==> config.mk <==
export PLATFORM = sky130hd
export DESIGN_NAME = dcc_ctrl
export DESIGN_NICKNAME = d
export VERILOG_FILES = /design/src/verilog/dcc_pkg.sv /design/src/verilog/dcc_ctrl.sv
export VERILOG_INCLUDE_DIRS = /design/src /design/src/verilog
export SDC_FILE = /design/constraint.sdc
export NUM_CORES = 1
export LEC_CHECK = 0
export ABC_AREA = 1
export ABC_CLOCK_PERIOD_IN_PS = 1750
export BUFFER_PORTS_ARGS = -buffer_cell sky130_fd_sc_hd__buf_2
export CAP_MARGIN = 20
export CORE_UTILIZATION = 25
export DETAILED_ROUTE_END_ITERATION = 16
export PLACE_DENSITY = 0.55
export SETUP_SLACK_MARGIN = 0.02
export SLEW_MARGIN = 20
export SYNTH_ARGS = -nofsm -noshare
export SYNTH_HDL_FRONTEND = slang
export SYNTH_SLANG_ARGS = --single-unit
==> constraint.sdc <==
create_clock -name mclk -period 1.75 [get_ports mclk]
set_input_delay 0.35 -clock mclk [delete_from_list [all_inputs] [get_ports mclk]]
set_output_delay 0.35 -clock mclk [all_outputs]
set_load 0.01 [all_outputs]
==> src/verilog/dcc_regs.svh <==
`ifndef DCC_REGS_SVH
`define DCC_REGS_SVH

`define DCC_OFS_MASK_SET 12'h020
`define DCC_OFS_MASK_CLR 12'h024
`define DCC_OFS_EN_SET 12'h028
`define DCC_OFS_EN_CLR 12'h02c
`define DCC_OFS_ALT_SET 12'h030
`define DCC_OFS_ALT_CLR 12'h034
`define DCC_RST_MASK 32'h00000000
`define DCC_RST_EN 32'h00000000
`define DCC_RST_ALT 32'h00000000
`define DCC_CYCLE_STOP 3'h0
`define DCC_RESP_OKAY 2'h0
`define DCC_RESP_SLVERR 2'h2

`endif
==> src/verilog/dcc_pkg.sv <==
package dcc_pkg;
	typedef enum logic [1:0] {
		DCC_MODE_BASIC,
		DCC_MODE_AUTO,
		DCC_MODE_PINGPONG,
		DCC_MODE_SCATTER
	} dcc_mode_e;

	// one event report from the channel engine: per-channel bits plus one shared bus_error
	typedef struct packed {
		logic [31:0] cycle_end;
		logic [31:0] stop_fetch;
		logic [31:0] pri_done;
		logic [31:0] alt_done;
		logic bus_error;
	} dcc_event_s;

	typedef struct packed {
		logic [31:0] req_mask;
		logic [31:0] enable;
		logic [31:0] alt_sel;
	} dcc_state_s;
endpackage

==> src/verilog/dcc_ctrl.sv <==
// Register access over AXI4-Lite and the address map are this design's own decisions.
`timescale 1ns/1ns
`include "dcc_regs.svh"

module dcc_ctrl
	import dcc_pkg::*;
#(
	parameter int NUM_CH = 32
) (
	// clock, reset, enable
	input wire logic mclk,
	input wire logic sys_rst,
	input wire logic clk_en,
	// axi4-lite write address
	input wire logic [11:0] s_axi_awaddr,
	input wire logic s_axi_awvalid,
	output logic s_axi_awready,
	// axi4-lite write data
	input wire logic [31:0] s_axi_wdata,
	input wire logic [3:0] s_axi_wstrb,
	input wire logic s_axi_wvalid,
	output logic s_axi_wready,
	// axi4-lite write response
	output logic [1:0] s_axi_bresp,
	output logic s_axi_bvalid,
	input wire logic s_axi_bready,
	// axi4-lite read address
	input wire logic [11:0] s_axi_araddr,
	input wire logic s_axi_arvalid,
	output logic s_axi_arready,
	// axi4-lite read data
	output logic [31:0] s_axi_rdata,
	output logic [1:0] s_axi_rresp,
	output logic s_axi_rvalid,
	input wire logic s_axi_rready,
	// channel engine side
	input wire dcc_event_s eng_evt,
	input wire dcc_mode_e [31:0] ch_mode,
	output dcc_state_s ch_state
);

	// the mask, enable and select words hold one bit per channel
	generate
		if (NUM_CH < 1 || NUM_CH > 32) begin : g_bad_num_ch
			$error("NUM_CH must lie in 1..32");
		end
	endgenerate

	logic [31:0] mask_reg;
	logic [31:0] en_reg;
	logic [31:0] alt_reg;
	logic [11:0] aw_reg;
	logic aw_hold_reg;
	logic [31:0] w_reg;
	logic [3:0] ws_reg;
	logic w_hold_reg;
	logic [31:0] chmask;
	logic [31:0] rst_mask;
	logic [31:0] rst_en;
	logic [31:0] rst_alt;

	assign chmask = (NUM_CH == 32) ? 32'hffffffff :
		((32'h00000001 << NUM_CH) - 32'h00000001);

	// reset images, so each channel takes its own bit of the word
	assign rst_mask = `DCC_RST_MASK;
	assign rst_en = `DCC_RST_EN;
	assign rst_alt = `DCC_RST_ALT;

	// word-wide registers: a partial write would corrupt several channels,
	// so byte strobes select lanes per byte
	function automatic logic [31:0] lane_bits(input logic [3:0] strb,
		input logic [31:0] data);
		logic [31:0] m;
		m = '0;
		for (int i = 0; i < 4; i++)
			m[i*8 +: 8] = {8{strb[i]}};
		return data & m;
	endfunction

	function automatic logic mapped(input logic [11:0] a);
		case (a)
		`DCC_OFS_MASK_SET, `DCC_OFS_MASK_CLR, `DCC_OFS_EN_SET,
		`DCC_OFS_EN_CLR, `DCC_OFS_ALT_SET, `DCC_OFS_ALT_CLR:
			return 1'b1;
		default:
			return 1'b0;
		endcase
	endfunction

	// only the modes that chain primary and alternate data flip the bit
	function automatic logic chains(input dcc_mode_e mode);
		case (mode)
		DCC_MODE_PINGPONG, DCC_MODE_SCATTER:
			return 1'b1;
		default:
			return 1'b0;
		endcase
	endfunction

	// clear registers are write-only and read back as zero
	function automatic logic [31:0] read_word(input logic [11:0] a);
		case (a)
		`DCC_OFS_MASK_SET: return mask_reg;
		`DCC_OFS_EN_SET: return en_reg;
		`DCC_OFS_ALT_SET: return alt_reg;
		default: return 32'h00000000;
		endcase
	endfunction

	// write channel capture: address and data in either order
	logic wr_fire;
	assign s_axi_awready = !aw_hold_reg && !s_axi_bvalid;
	assign s_axi_wready = !w_hold_reg && !s_axi_bvalid;
	assign wr_fire = aw_hold_reg && w_hold_reg && !s_axi_bvalid;

	// a hold flag closes the ready of its half until the write commits
	always_ff @(posedge mclk) begin
		if (sys_rst) begin
			aw_hold_reg <= 1'b0;
		end else if (clk_en) begin
			if (s_axi_awvalid && s_axi_awready) begin
				aw_hold_reg <= 1'b1;
			end else if (wr_fire) begin
				aw_hold_reg <= 1'b0;
			end
		end
	end

	// the address is kept until the response, for decode and for bresp
	always_ff @(posedge mclk) begin
		if (sys_rst) begin
			aw_reg <= 12'h000;
		end else if (clk_en) begin
			if (s_axi_awvalid && s_axi_awready) begin
				aw_reg <= s_axi_awaddr;
			end
		end
	end

	always_ff @(posedge mclk) begin
		if (sys_rst) begin
			w_hold_reg <= 1'b0;
		end else if (clk_en) begin
			if (s_axi_wvalid && s_axi_wready) begin
				w_hold_reg <= 1'b1;
			end else if (wr_fire) begin
				w_hold_reg <= 1'b0;
			end
		end
	end

	// strobes are kept with the data; strobed-off lanes act as zero
	always_ff @(posedge mclk) begin
		if (sys_rst) begin
			w_reg <= 32'h00000000;
			ws_reg <= 4'h0;
		end else if (clk_en) begin
			if (s_axi_wvalid && s_axi_wready) begin
				w_reg <= s_axi_wdata;
				ws_reg <= s_axi_wstrb;
			end
		end
	end

	// bvalid stands until bready; no new write is taken meanwhile
	always_ff @(posedge mclk) begin
		if (sys_rst) begin
			s_axi_bvalid <= 1'b0;
		end else if (clk_en) begin
			if (wr_fire) begin
				s_axi_bvalid <= 1'b1;
			end else if (s_axi_bready) begin
				s_axi_bvalid <= 1'b0;
			end
		end
	end

	// unmapped writes are answered but change nothing
	always_ff @(posedge mclk) begin
		if (sys_rst) begin
			s_axi_bresp <= `DCC_RESP_OKAY;
		end else if (clk_en) begin
			if (wr_fire) begin
				s_axi_bresp <= mapped(aw_reg) ? `DCC_RESP_OKAY :
					`DCC_RESP_SLVERR;
			end
		end
	end

	// decoded software strobes, one bit per channel
	logic [31:0] wbits;
	logic [31:0] sw_mask_set;
	logic [31:0] sw_mask_clr;
	logic [31:0] sw_en_set;
	logic [31:0] sw_en_clr;
	logic [31:0] sw_alt_set;
	logic [31:0] sw_alt_clr;

	always_comb begin
		wbits = lane_bits(ws_reg, w_reg) & chmask;
		sw_mask_set = '0;
		sw_mask_clr = '0;
		sw_en_set = '0;
		sw_en_clr = '0;
		sw_alt_set = '0;
		sw_alt_clr = '0;
		if (wr_fire) begin
			case (aw_reg)
			`DCC_OFS_MASK_SET: sw_mask_set = wbits;
			`DCC_OFS_MASK_CLR: sw_mask_clr = wbits;
			`DCC_OFS_EN_SET: sw_en_set = wbits;
			`DCC_OFS_EN_CLR: sw_en_clr = wbits;
			`DCC_OFS_ALT_SET: sw_alt_set = wbits;
			`DCC_OFS_ALT_CLR: sw_alt_clr = wbits;
			default: ;
			endcase
		end
	end

	// hardware-driven changes
	logic [31:0] hw_en_clr;
	logic [31:0] hw_toggle;
	logic [31:0] flip_mode;
	logic [31:0] pri_flip;
	logic [31:0] alt_flip;
	logic [31:0] err_all;

	always_comb begin
		for (int c = 0; c < 32; c++)
			flip_mode[c] = chains(ch_mode[c]);
	end

	// a bus error stops every channel, since the failing one is not known here
	assign err_all = {32{eng_evt.bus_error}};
	assign hw_en_clr = (eng_evt.cycle_end | eng_evt.stop_fetch | err_all) &
		chmask;
	// a done pulse flips the bit only when it matches the data in use
	assign pri_flip = eng_evt.pri_done & ~alt_reg;
	assign alt_flip = eng_evt.alt_done & alt_reg;
	assign hw_toggle = flip_mode & chmask & (pri_flip | alt_flip);

	// one set of state per channel; bits above NUM_CH keep their reset value
	generate
		for (genvar c = 0; c < 32; c++) begin : g_ch
			logic sw_m;
			logic sw_e;
			logic sw_a;
			assign sw_m = sw_mask_set[c] | sw_mask_clr[c];
			assign sw_e = sw_en_set[c] | sw_en_clr[c];
			assign sw_a = sw_alt_set[c] | sw_alt_clr[c];

			// request mask: no hardware source, software only
			always_ff @(posedge mclk) begin
				if (sys_rst) begin
					mask_reg[c] <= rst_mask[c];
				end else if (clk_en) begin
					if (sw_m) begin
						mask_reg[c] <= sw_mask_set[c];
					end
				end
			end

			// software to either half overrides an automatic clear
			always_ff @(posedge mclk) begin
				if (sys_rst) begin
					en_reg[c] <= rst_en[c];
				end else if (clk_en) begin
					if (sw_e) begin
						en_reg[c] <= sw_en_set[c];
					end else if (hw_en_clr[c]) begin
						en_reg[c] <= 1'b0;
					end
				end
			end

			// a software selection overrides an automatic flip in that cycle
			always_ff @(posedge mclk) begin
				if (sys_rst) begin
					alt_reg[c] <= rst_alt[c];
				end else if (clk_en) begin
					if (sw_a) begin
						alt_reg[c] <= sw_alt_set[c];
					end else if (hw_toggle[c]) begin
						alt_reg[c] <= ~alt_reg[c];
					end
				end
			end
		end
	endgenerate

	// read channel: one cycle from address to data
	assign s_axi_arready = !s_axi_rvalid;

	always_ff @(posedge mclk) begin
		if (sys_rst) begin
			s_axi_rvalid <= 1'b0;
		end else if (clk_en) begin
			if (s_axi_arvalid && s_axi_arready) begin
				s_axi_rvalid <= 1'b1;
			end else if (s_axi_rready) begin
				s_axi_rvalid <= 1'b0;
			end
		end
	end

	// data and response load only when an address is taken, so they
	// stand unchanged for as long as rvalid waits for rready
	always_ff @(posedge mclk) begin
		if (sys_rst) begin
			s_axi_rdata <= 32'h00000000;
			s_axi_rresp <= `DCC_RESP_OKAY;
		end else if (clk_en) begin
			if (s_axi_arvalid && s_axi_arready) begin
				s_axi_rdata <= read_word(s_axi_araddr);
				s_axi_rresp <= mapped(s_axi_araddr) ? `DCC_RESP_OKAY :
					`DCC_RESP_SLVERR;
			end
		end
	end

	// software must only choose alternate-first in basic, auto or ping-pong
	// modes; the block stores the choice in any mode
	assign ch_state.req_mask = mask_reg;
	assign ch_state.enable = en_reg;
	assign ch_state.alt_sel = alt_reg;

endmodule

After elaboration in Yosys (flattened, before gate mapping)
Cells that the tools add are included.

Bits in registers: 184. Bits of input ports: 261. Word-level logic and storage cells: 725.

Equal/unequal tests: 76. Muxes and demuxes: 190. Bitwise gates (word level): 136. Reductions and logical operators: 217.

Operators with widths (count): $mux W32 (12); $reduce_and A2 Y1 (104); $mux W1 (175); $eq A12 B6 Y1 const B (12); $reduce_bool A2 Y1 (68); $and A32 B32 Y32 (4); $eq A2 B2 Y1 const B (64); $or A1 B1 Y1 (96); $or A32 B32 Y32 (3); $pmux W32 S3 (1); $reduce_or A2 Y1 (32); $not A1 Y1 (32); $not A32 Y32 (1); $reduce_or A6 Y1 (2); $logic_and A1 B1 Y1 (7); $logic_not A1 Y1 (4); $mux W2 (2).

Longest topological paths before layout
Word-level depth: 7. Mapped depth: 11.

Worst setup path before layout
OpenSTA, ideal clock, no wires.

Path type: in2reg. From: input port s_axi_araddr[8]. To: register s_axi_rdata[16]. Setup time: 0.070 ns. Data arrival time: 1.350 ns. Data required time: 1.680 ns. Path slack: 0.330 ns. Cell stages on the path: 8. Buffers on the path: 2. Cells stage by stage: or2_1 nor2_2 buf_6 buf_6 nand3_1 nand3_1 nand2_1 a21oi_1.

Cells in the longest elaborated chain, start to end: 2.

RTL lines: start: declaration (RTL line dcc_ctrl.sv:28) `input wire logic [11:0] s_axi_araddr,`; $eq A12 B6 Y1 (RTL line dcc_ctrl.sv:103) `case (a)`; $pmux W32 S3 (*) (RTL line dcc_ctrl.sv:103); end signal: assignment (RTL line dcc_ctrl.sv:315) `s_axi_rdata <= read_word(s_axi_araddr);`; end: declaration (RTL line dcc_ctrl.sv:32) `output logic [31:0] s_axi_rdata,`.

Mark *: on every way between the ends. The rest lies on a longest branch, timed or not. A chain may end at the register's enable or synchronous reset.

Worst setup path in the final report
From: register aw_hold_reg. To: register alt_reg[18], in the netlist ch_state[18].

Cells in the longest elaborated chain, start to end: 6.

RTL lines: start: declaration (RTL line dcc_ctrl.sv:53) `logic aw_hold_reg;`; start signal: assignment (RTL line dcc_ctrl.sv:120) `aw_hold_reg <= 1'b0;`; start signal: assignment (RTL line dcc_ctrl.sv:123) `aw_hold_reg <= 1'b1;`; start signal: assignment (RTL line dcc_ctrl.sv:125) `aw_hold_reg <= 1'b0;`; $logic_and A1 B1 Y1 (*) (2 in series) (RTL line dcc_ctrl.sv:115) `assign wr_fire = aw_hold_reg && w_hold_reg && !s_axi_bvalid;`; $mux W32 (RTL line dcc_ctrl.sv:208) `if (wr_fire) begin`; $or A1 B1 Y1 (RTL line dcc_ctrl.sv:251) `assign sw_a = sw_alt_set[c] | sw_alt_clr[c];`; $reduce_bool A2 Y1 (no source line); $reduce_and A2 Y1 (no source line); end signal: indexed assignment (RTL line dcc_ctrl.sv:280) `alt_reg[c] <= rst_alt[c];`; end signal: indexed assignment (RTL line dcc_ctrl.sv:283) `alt_reg[c] <= sw_alt_set[c];`; end signal: indexed assignment (RTL line dcc_ctrl.sv:285) `alt_reg[c] <= ~alt_reg[c];`; end: declaration (RTL line dcc_ctrl.sv:51) `logic [31:0] alt_reg;`.

Marked as above.

==> metrics.sh <==
WORST-PATH-MAX-FANOUT=32
DRTITER0DRC=740
FILLER_CELL_COUNT=4381
POST_DRT_WL_PER_CELL_UM=17.1
POSTSYNTHCELLCOUNT=1607
CLOCK_SINKS=182
FMAXACHIEVABLE_MHz=603
DR.PASS1.ITERS=5
LAYOUT_MIN_CYCLE_TIME_NS=1.66
SYN-CELL-AREA_UM2=10200
TRITONCTS='yes'
OVERFLOW=0
MIN_PATH_TYPE='in2reg'
FINCLKSKEW_NS=0.00928
REG2REGPATHDEPTH=8
MAXSLEWHEADROOM_PCT=62.4
GLOBALPLACE.CONGESTION=0.852
POST-ROUTE-PERIOD-UTIL_PCT=94.8
FIRST_PASS_GRT_WIRE_LENGTH_MM=63.0
LARGEST_REG_FLOPS=96
GRT_START_MAX_NET_PINS=95
FLOORPLAN.IO_PINS=398
CLK_PATH_BUF_DEPTH=2
ROUTE.DETAILED.DRC=0
NUM_VIAS=11939
R2R_START='aw_hold_reg$_SDFFE_PP0P_'
FINALCOREUTILIZATION_PCT=33.9
NUMCTSBUFFERS=17
FLOORPLAN.ROWS=73
PLACE.DETAILED.HPWL_MM=30.7
DIE_H_UM=204
WIRELENGTH_MM=42.2
NUM_ANTENNA_CELLS=0
SYNTH_CELL_TYPES=26
SYNTHESIS.YOSYS.WARNINGS=0
SEQ_AREA_FRAC_SYNTH_PCT=35.7
RSZ0062_AT_GRT='true'
HOLD_VIOL=0
OUTCOME='complete, no violations'
SETUP_VIOL=0
CTS.HOLD.BUFFERS_ADDED=0
SETUP.WORST_PATH.CLASS='reg2reg'
DIEAREA_UM2=41600
TIMING_MAX_TRANSITION_VIOLATIONS_FINAL=0
PRE_CTS_SETUP_SLACK_NS=0.0345
CTS.HTREE.LEVELS=4
CRIT_PATH_END='ch_state[18]$_SDFFE_PP0P_'
CTSROOTBUFFERMASTER='sky130_fd_sc_hd__clkbuf_16'
STATIC-LEAKAGE-POWER_nW=5.94
TRANSITION_AT_THE_PIN_WITH_THE_SMALLEST_MAX_TRANSITION_SLACK_NS=0.564
INSERTION_DELAY_NS=0.45
WORST-ENDPOINT-ARRIVAL_NS=2.01
SHARE_OF_CELLS_ABOVE_DRIVE_STRENGTH_1_PCT=25.8
AREA_GROWTH_SYN_TO_LAYOUT_PCT=33.0
PATH_CLK_SLEW_NS=0.08
PLACEMENT.IO_BUFFERS=363
HOLD_PATH_STARTPOINT='s_axi_awaddr[8]'
VIA_PER_INST=4.85
GLOBALROUTETOTALUTIL_PCT=19.7
POSTSYNTHAREAPERCELL_UM2=6.35
NETS=2186
LAYOUT_SETUP_WS_NS=0.0909
TIMING.HOLD.WS_NS=0.144
CRITICAL_PATH.STARTPOINT='aw_hold_reg$_SDFFE_PP0P_'
WORST_R2R_END='ch_state[18]$_SDFFE_PP0P_'
FIN_TNS_SETUP_NS=0
MOSTFREQUENTLAYOUTCELLS='369 x sky130_fd_sc_hd__nand2_1, 362 x sky130_fd_sc_hd__buf_2, 262 x sky130_fd_sc_hd__nand3_1, 203 x sky130_fd_sc_hd__nor2_1, 179 x sky130_fd_sc_hd__dfxtp_1'
MOST_COMMON_CELL_AFTER_LAYOUT_FILL_AND_TAPS_ASIDE='sky130_fd_sc_hd__nand2_1'
DESIGN.CORE.AREA_UM2=40000
CRITICAL_PATH_REQUIRED_NS=2.10
DIE_WIDTH_UM=204
POSTSYNTHREGISTERBITS=182
WORST_SETUP_PATH_END_KIND='register'
ANT_NETS=0
POWER_DENSITY_nW_PER_UM2=777
GRT_ANTENNA_BEFORE_REPAIR=0
STARTING_UTILIZATION_OF_THE_CORE_AREA_PCT=25.5
WORST_IR_DROP_VDD_uV=535
NUMBER_OF_GLOBAL_ROUTE_VIAS_BEFORE_REPAIR=10747
FF2FF_SETUP_SLACK_NS=0.09
DRV.MAX_CAP_VIOLATION_COUNT=0
WORSTSETUPSTARTPOINTTYPE='register'
[worst min-delay path by stage]
stage,to,slack [ns],cells past startpoint
floorplan,w_reg[7]$_SDFFE_PP0P_,0.43,2
global placement,w_reg[7]$_SDFFE_PP0P_,0.45,2
detailed placement,w_reg[7]$_SDFFE_PP0P_,0.45,2
CTS,aw_reg[8]$_SDFFE_PP0P_,0.12,3
global route,aw_reg[8]$_SDFFE_PP0P_,0.14,3
finish,aw_reg[8]$_SDFFE_PP0P_,0.14,3
[layout make-up]
cell class	count	area [µm²]	share of cell area [%]
multi-input cells	1233	5790	42.7
clock inverters	14	189	1.39
inverters	79	299	2.20
well taps	525	657	4.84
repair buffers	412	2550	18.8
flip-flops and latches	182	3650	26.9
clock buffers	18	429	3.16
[cells in the mapped netlist]
master	n	share of area, %
sky130_fd_sc_hd__buf_1	9	0.33
sky130_fd_sc_hd__nor3_1	33	1.6
sky130_fd_sc_hd__o21ai_1	59	2.9
sky130_fd_sc_hd__conb_1	1	0.037
sky130_fd_sc_hd__a21oi_1	104	5.1
sky130_fd_sc_hd__nand3_2	1	0.098
sky130_fd_sc_hd__nand3_1	265	13
sky130_fd_sc_hd__clkinv_1	1	0.037
sky130_fd_sc_hd__clkbuf_1	49	1.8
sky130_fd_sc_hd__nand4_1	33	2.0
sky130_fd_sc_hd__buf_2	45	2.2
sky130_fd_sc_hd__inv_2	8	0.29
sky130_fd_sc_hd__nand2_1	370	14
sky130_fd_sc_hd__o21a_1	32	2.4
sky130_fd_sc_hd__or2_1	2	0.12
sky130_fd_sc_hd__buf_6	8	0.88
sky130_fd_sc_hd__nor2_2	33	2.0
sky130_fd_sc_hd__dfxtp_1	182	36
sky130_fd_sc_hd__o31ai_1	1	0.074
sky130_fd_sc_hd__nor2_4	2	0.22
sky130_fd_sc_hd__o21ai_0	54	2.6
sky130_fd_sc_hd__inv_1	70	2.6
sky130_fd_sc_hd__nor2_1	209	7.7
sky130_fd_sc_hd__and3_1	1	0.061
sky130_fd_sc_hd__buf_4	3	0.22
sky130_fd_sc_hd__nand3b_1	32	2.4
[logic make-up (layout without fill, tap and decap cells)]
group	Yosys count	after routing	share of synthesized area (%)
simple gates	981	981	42.8
compound gates	250	250	13.1
buf+inv	193	523	8.35
flops	182	182	35.7
other cells	1	2	0.0368
[per-stage QoR]
stage               power [mW]  std cells  instance area (µm²)
finish                    10.5       2463                13600
global route              11.0       2463                13600
CTS                       10.7       2461                13500
detailed placement        6.42       2429                12900
global placement          6.39       2429                12900
floorplan                 5.51       1608                10200
[where the power goes]
part           switching, mW  internal, mW
clock network           1.93          2.30
logic                   1.09         0.739
registers              0.172          4.32
[routing by layer]
metal  vias up  global-route usage [%]  part of all wire (%)
met5         -                       0                     0
met1      5494                    27.5                    47
met3        43                    2.92                   5.8
met2       427                    30.9                    45
li1       5975                       -                     -
met4         0                    6.64                   2.3
[worst max-delay path: stages, from the launching register on]
cell and delay [ns]:
sky130_fd_sc_hd__dfxtp_1 0.40, sky130_fd_sc_hd__nand3_2 0.11, sky130_fd_sc_hd__buf_12 0.20, sky130_fd_sc_hd__nor2_2 0.38
sky130_fd_sc_hd__nand3_1 0.17, sky130_fd_sc_hd__nand2_1 0.09, sky130_fd_sc_hd__nand2_1 0.06, sky130_fd_sc_hd__nor2_1 0.11
sky130_fd_sc_hd__nor2_1 0.05
[what timing repair did]
item,in CTS,in global routing
setup endpoints to repair,1,25
gates cloned,0,1
buffers inserted,0,1
pin swaps,0,1
gates resized for setup,1,7
Note: power is estimated with default switching activity, not from simulation.
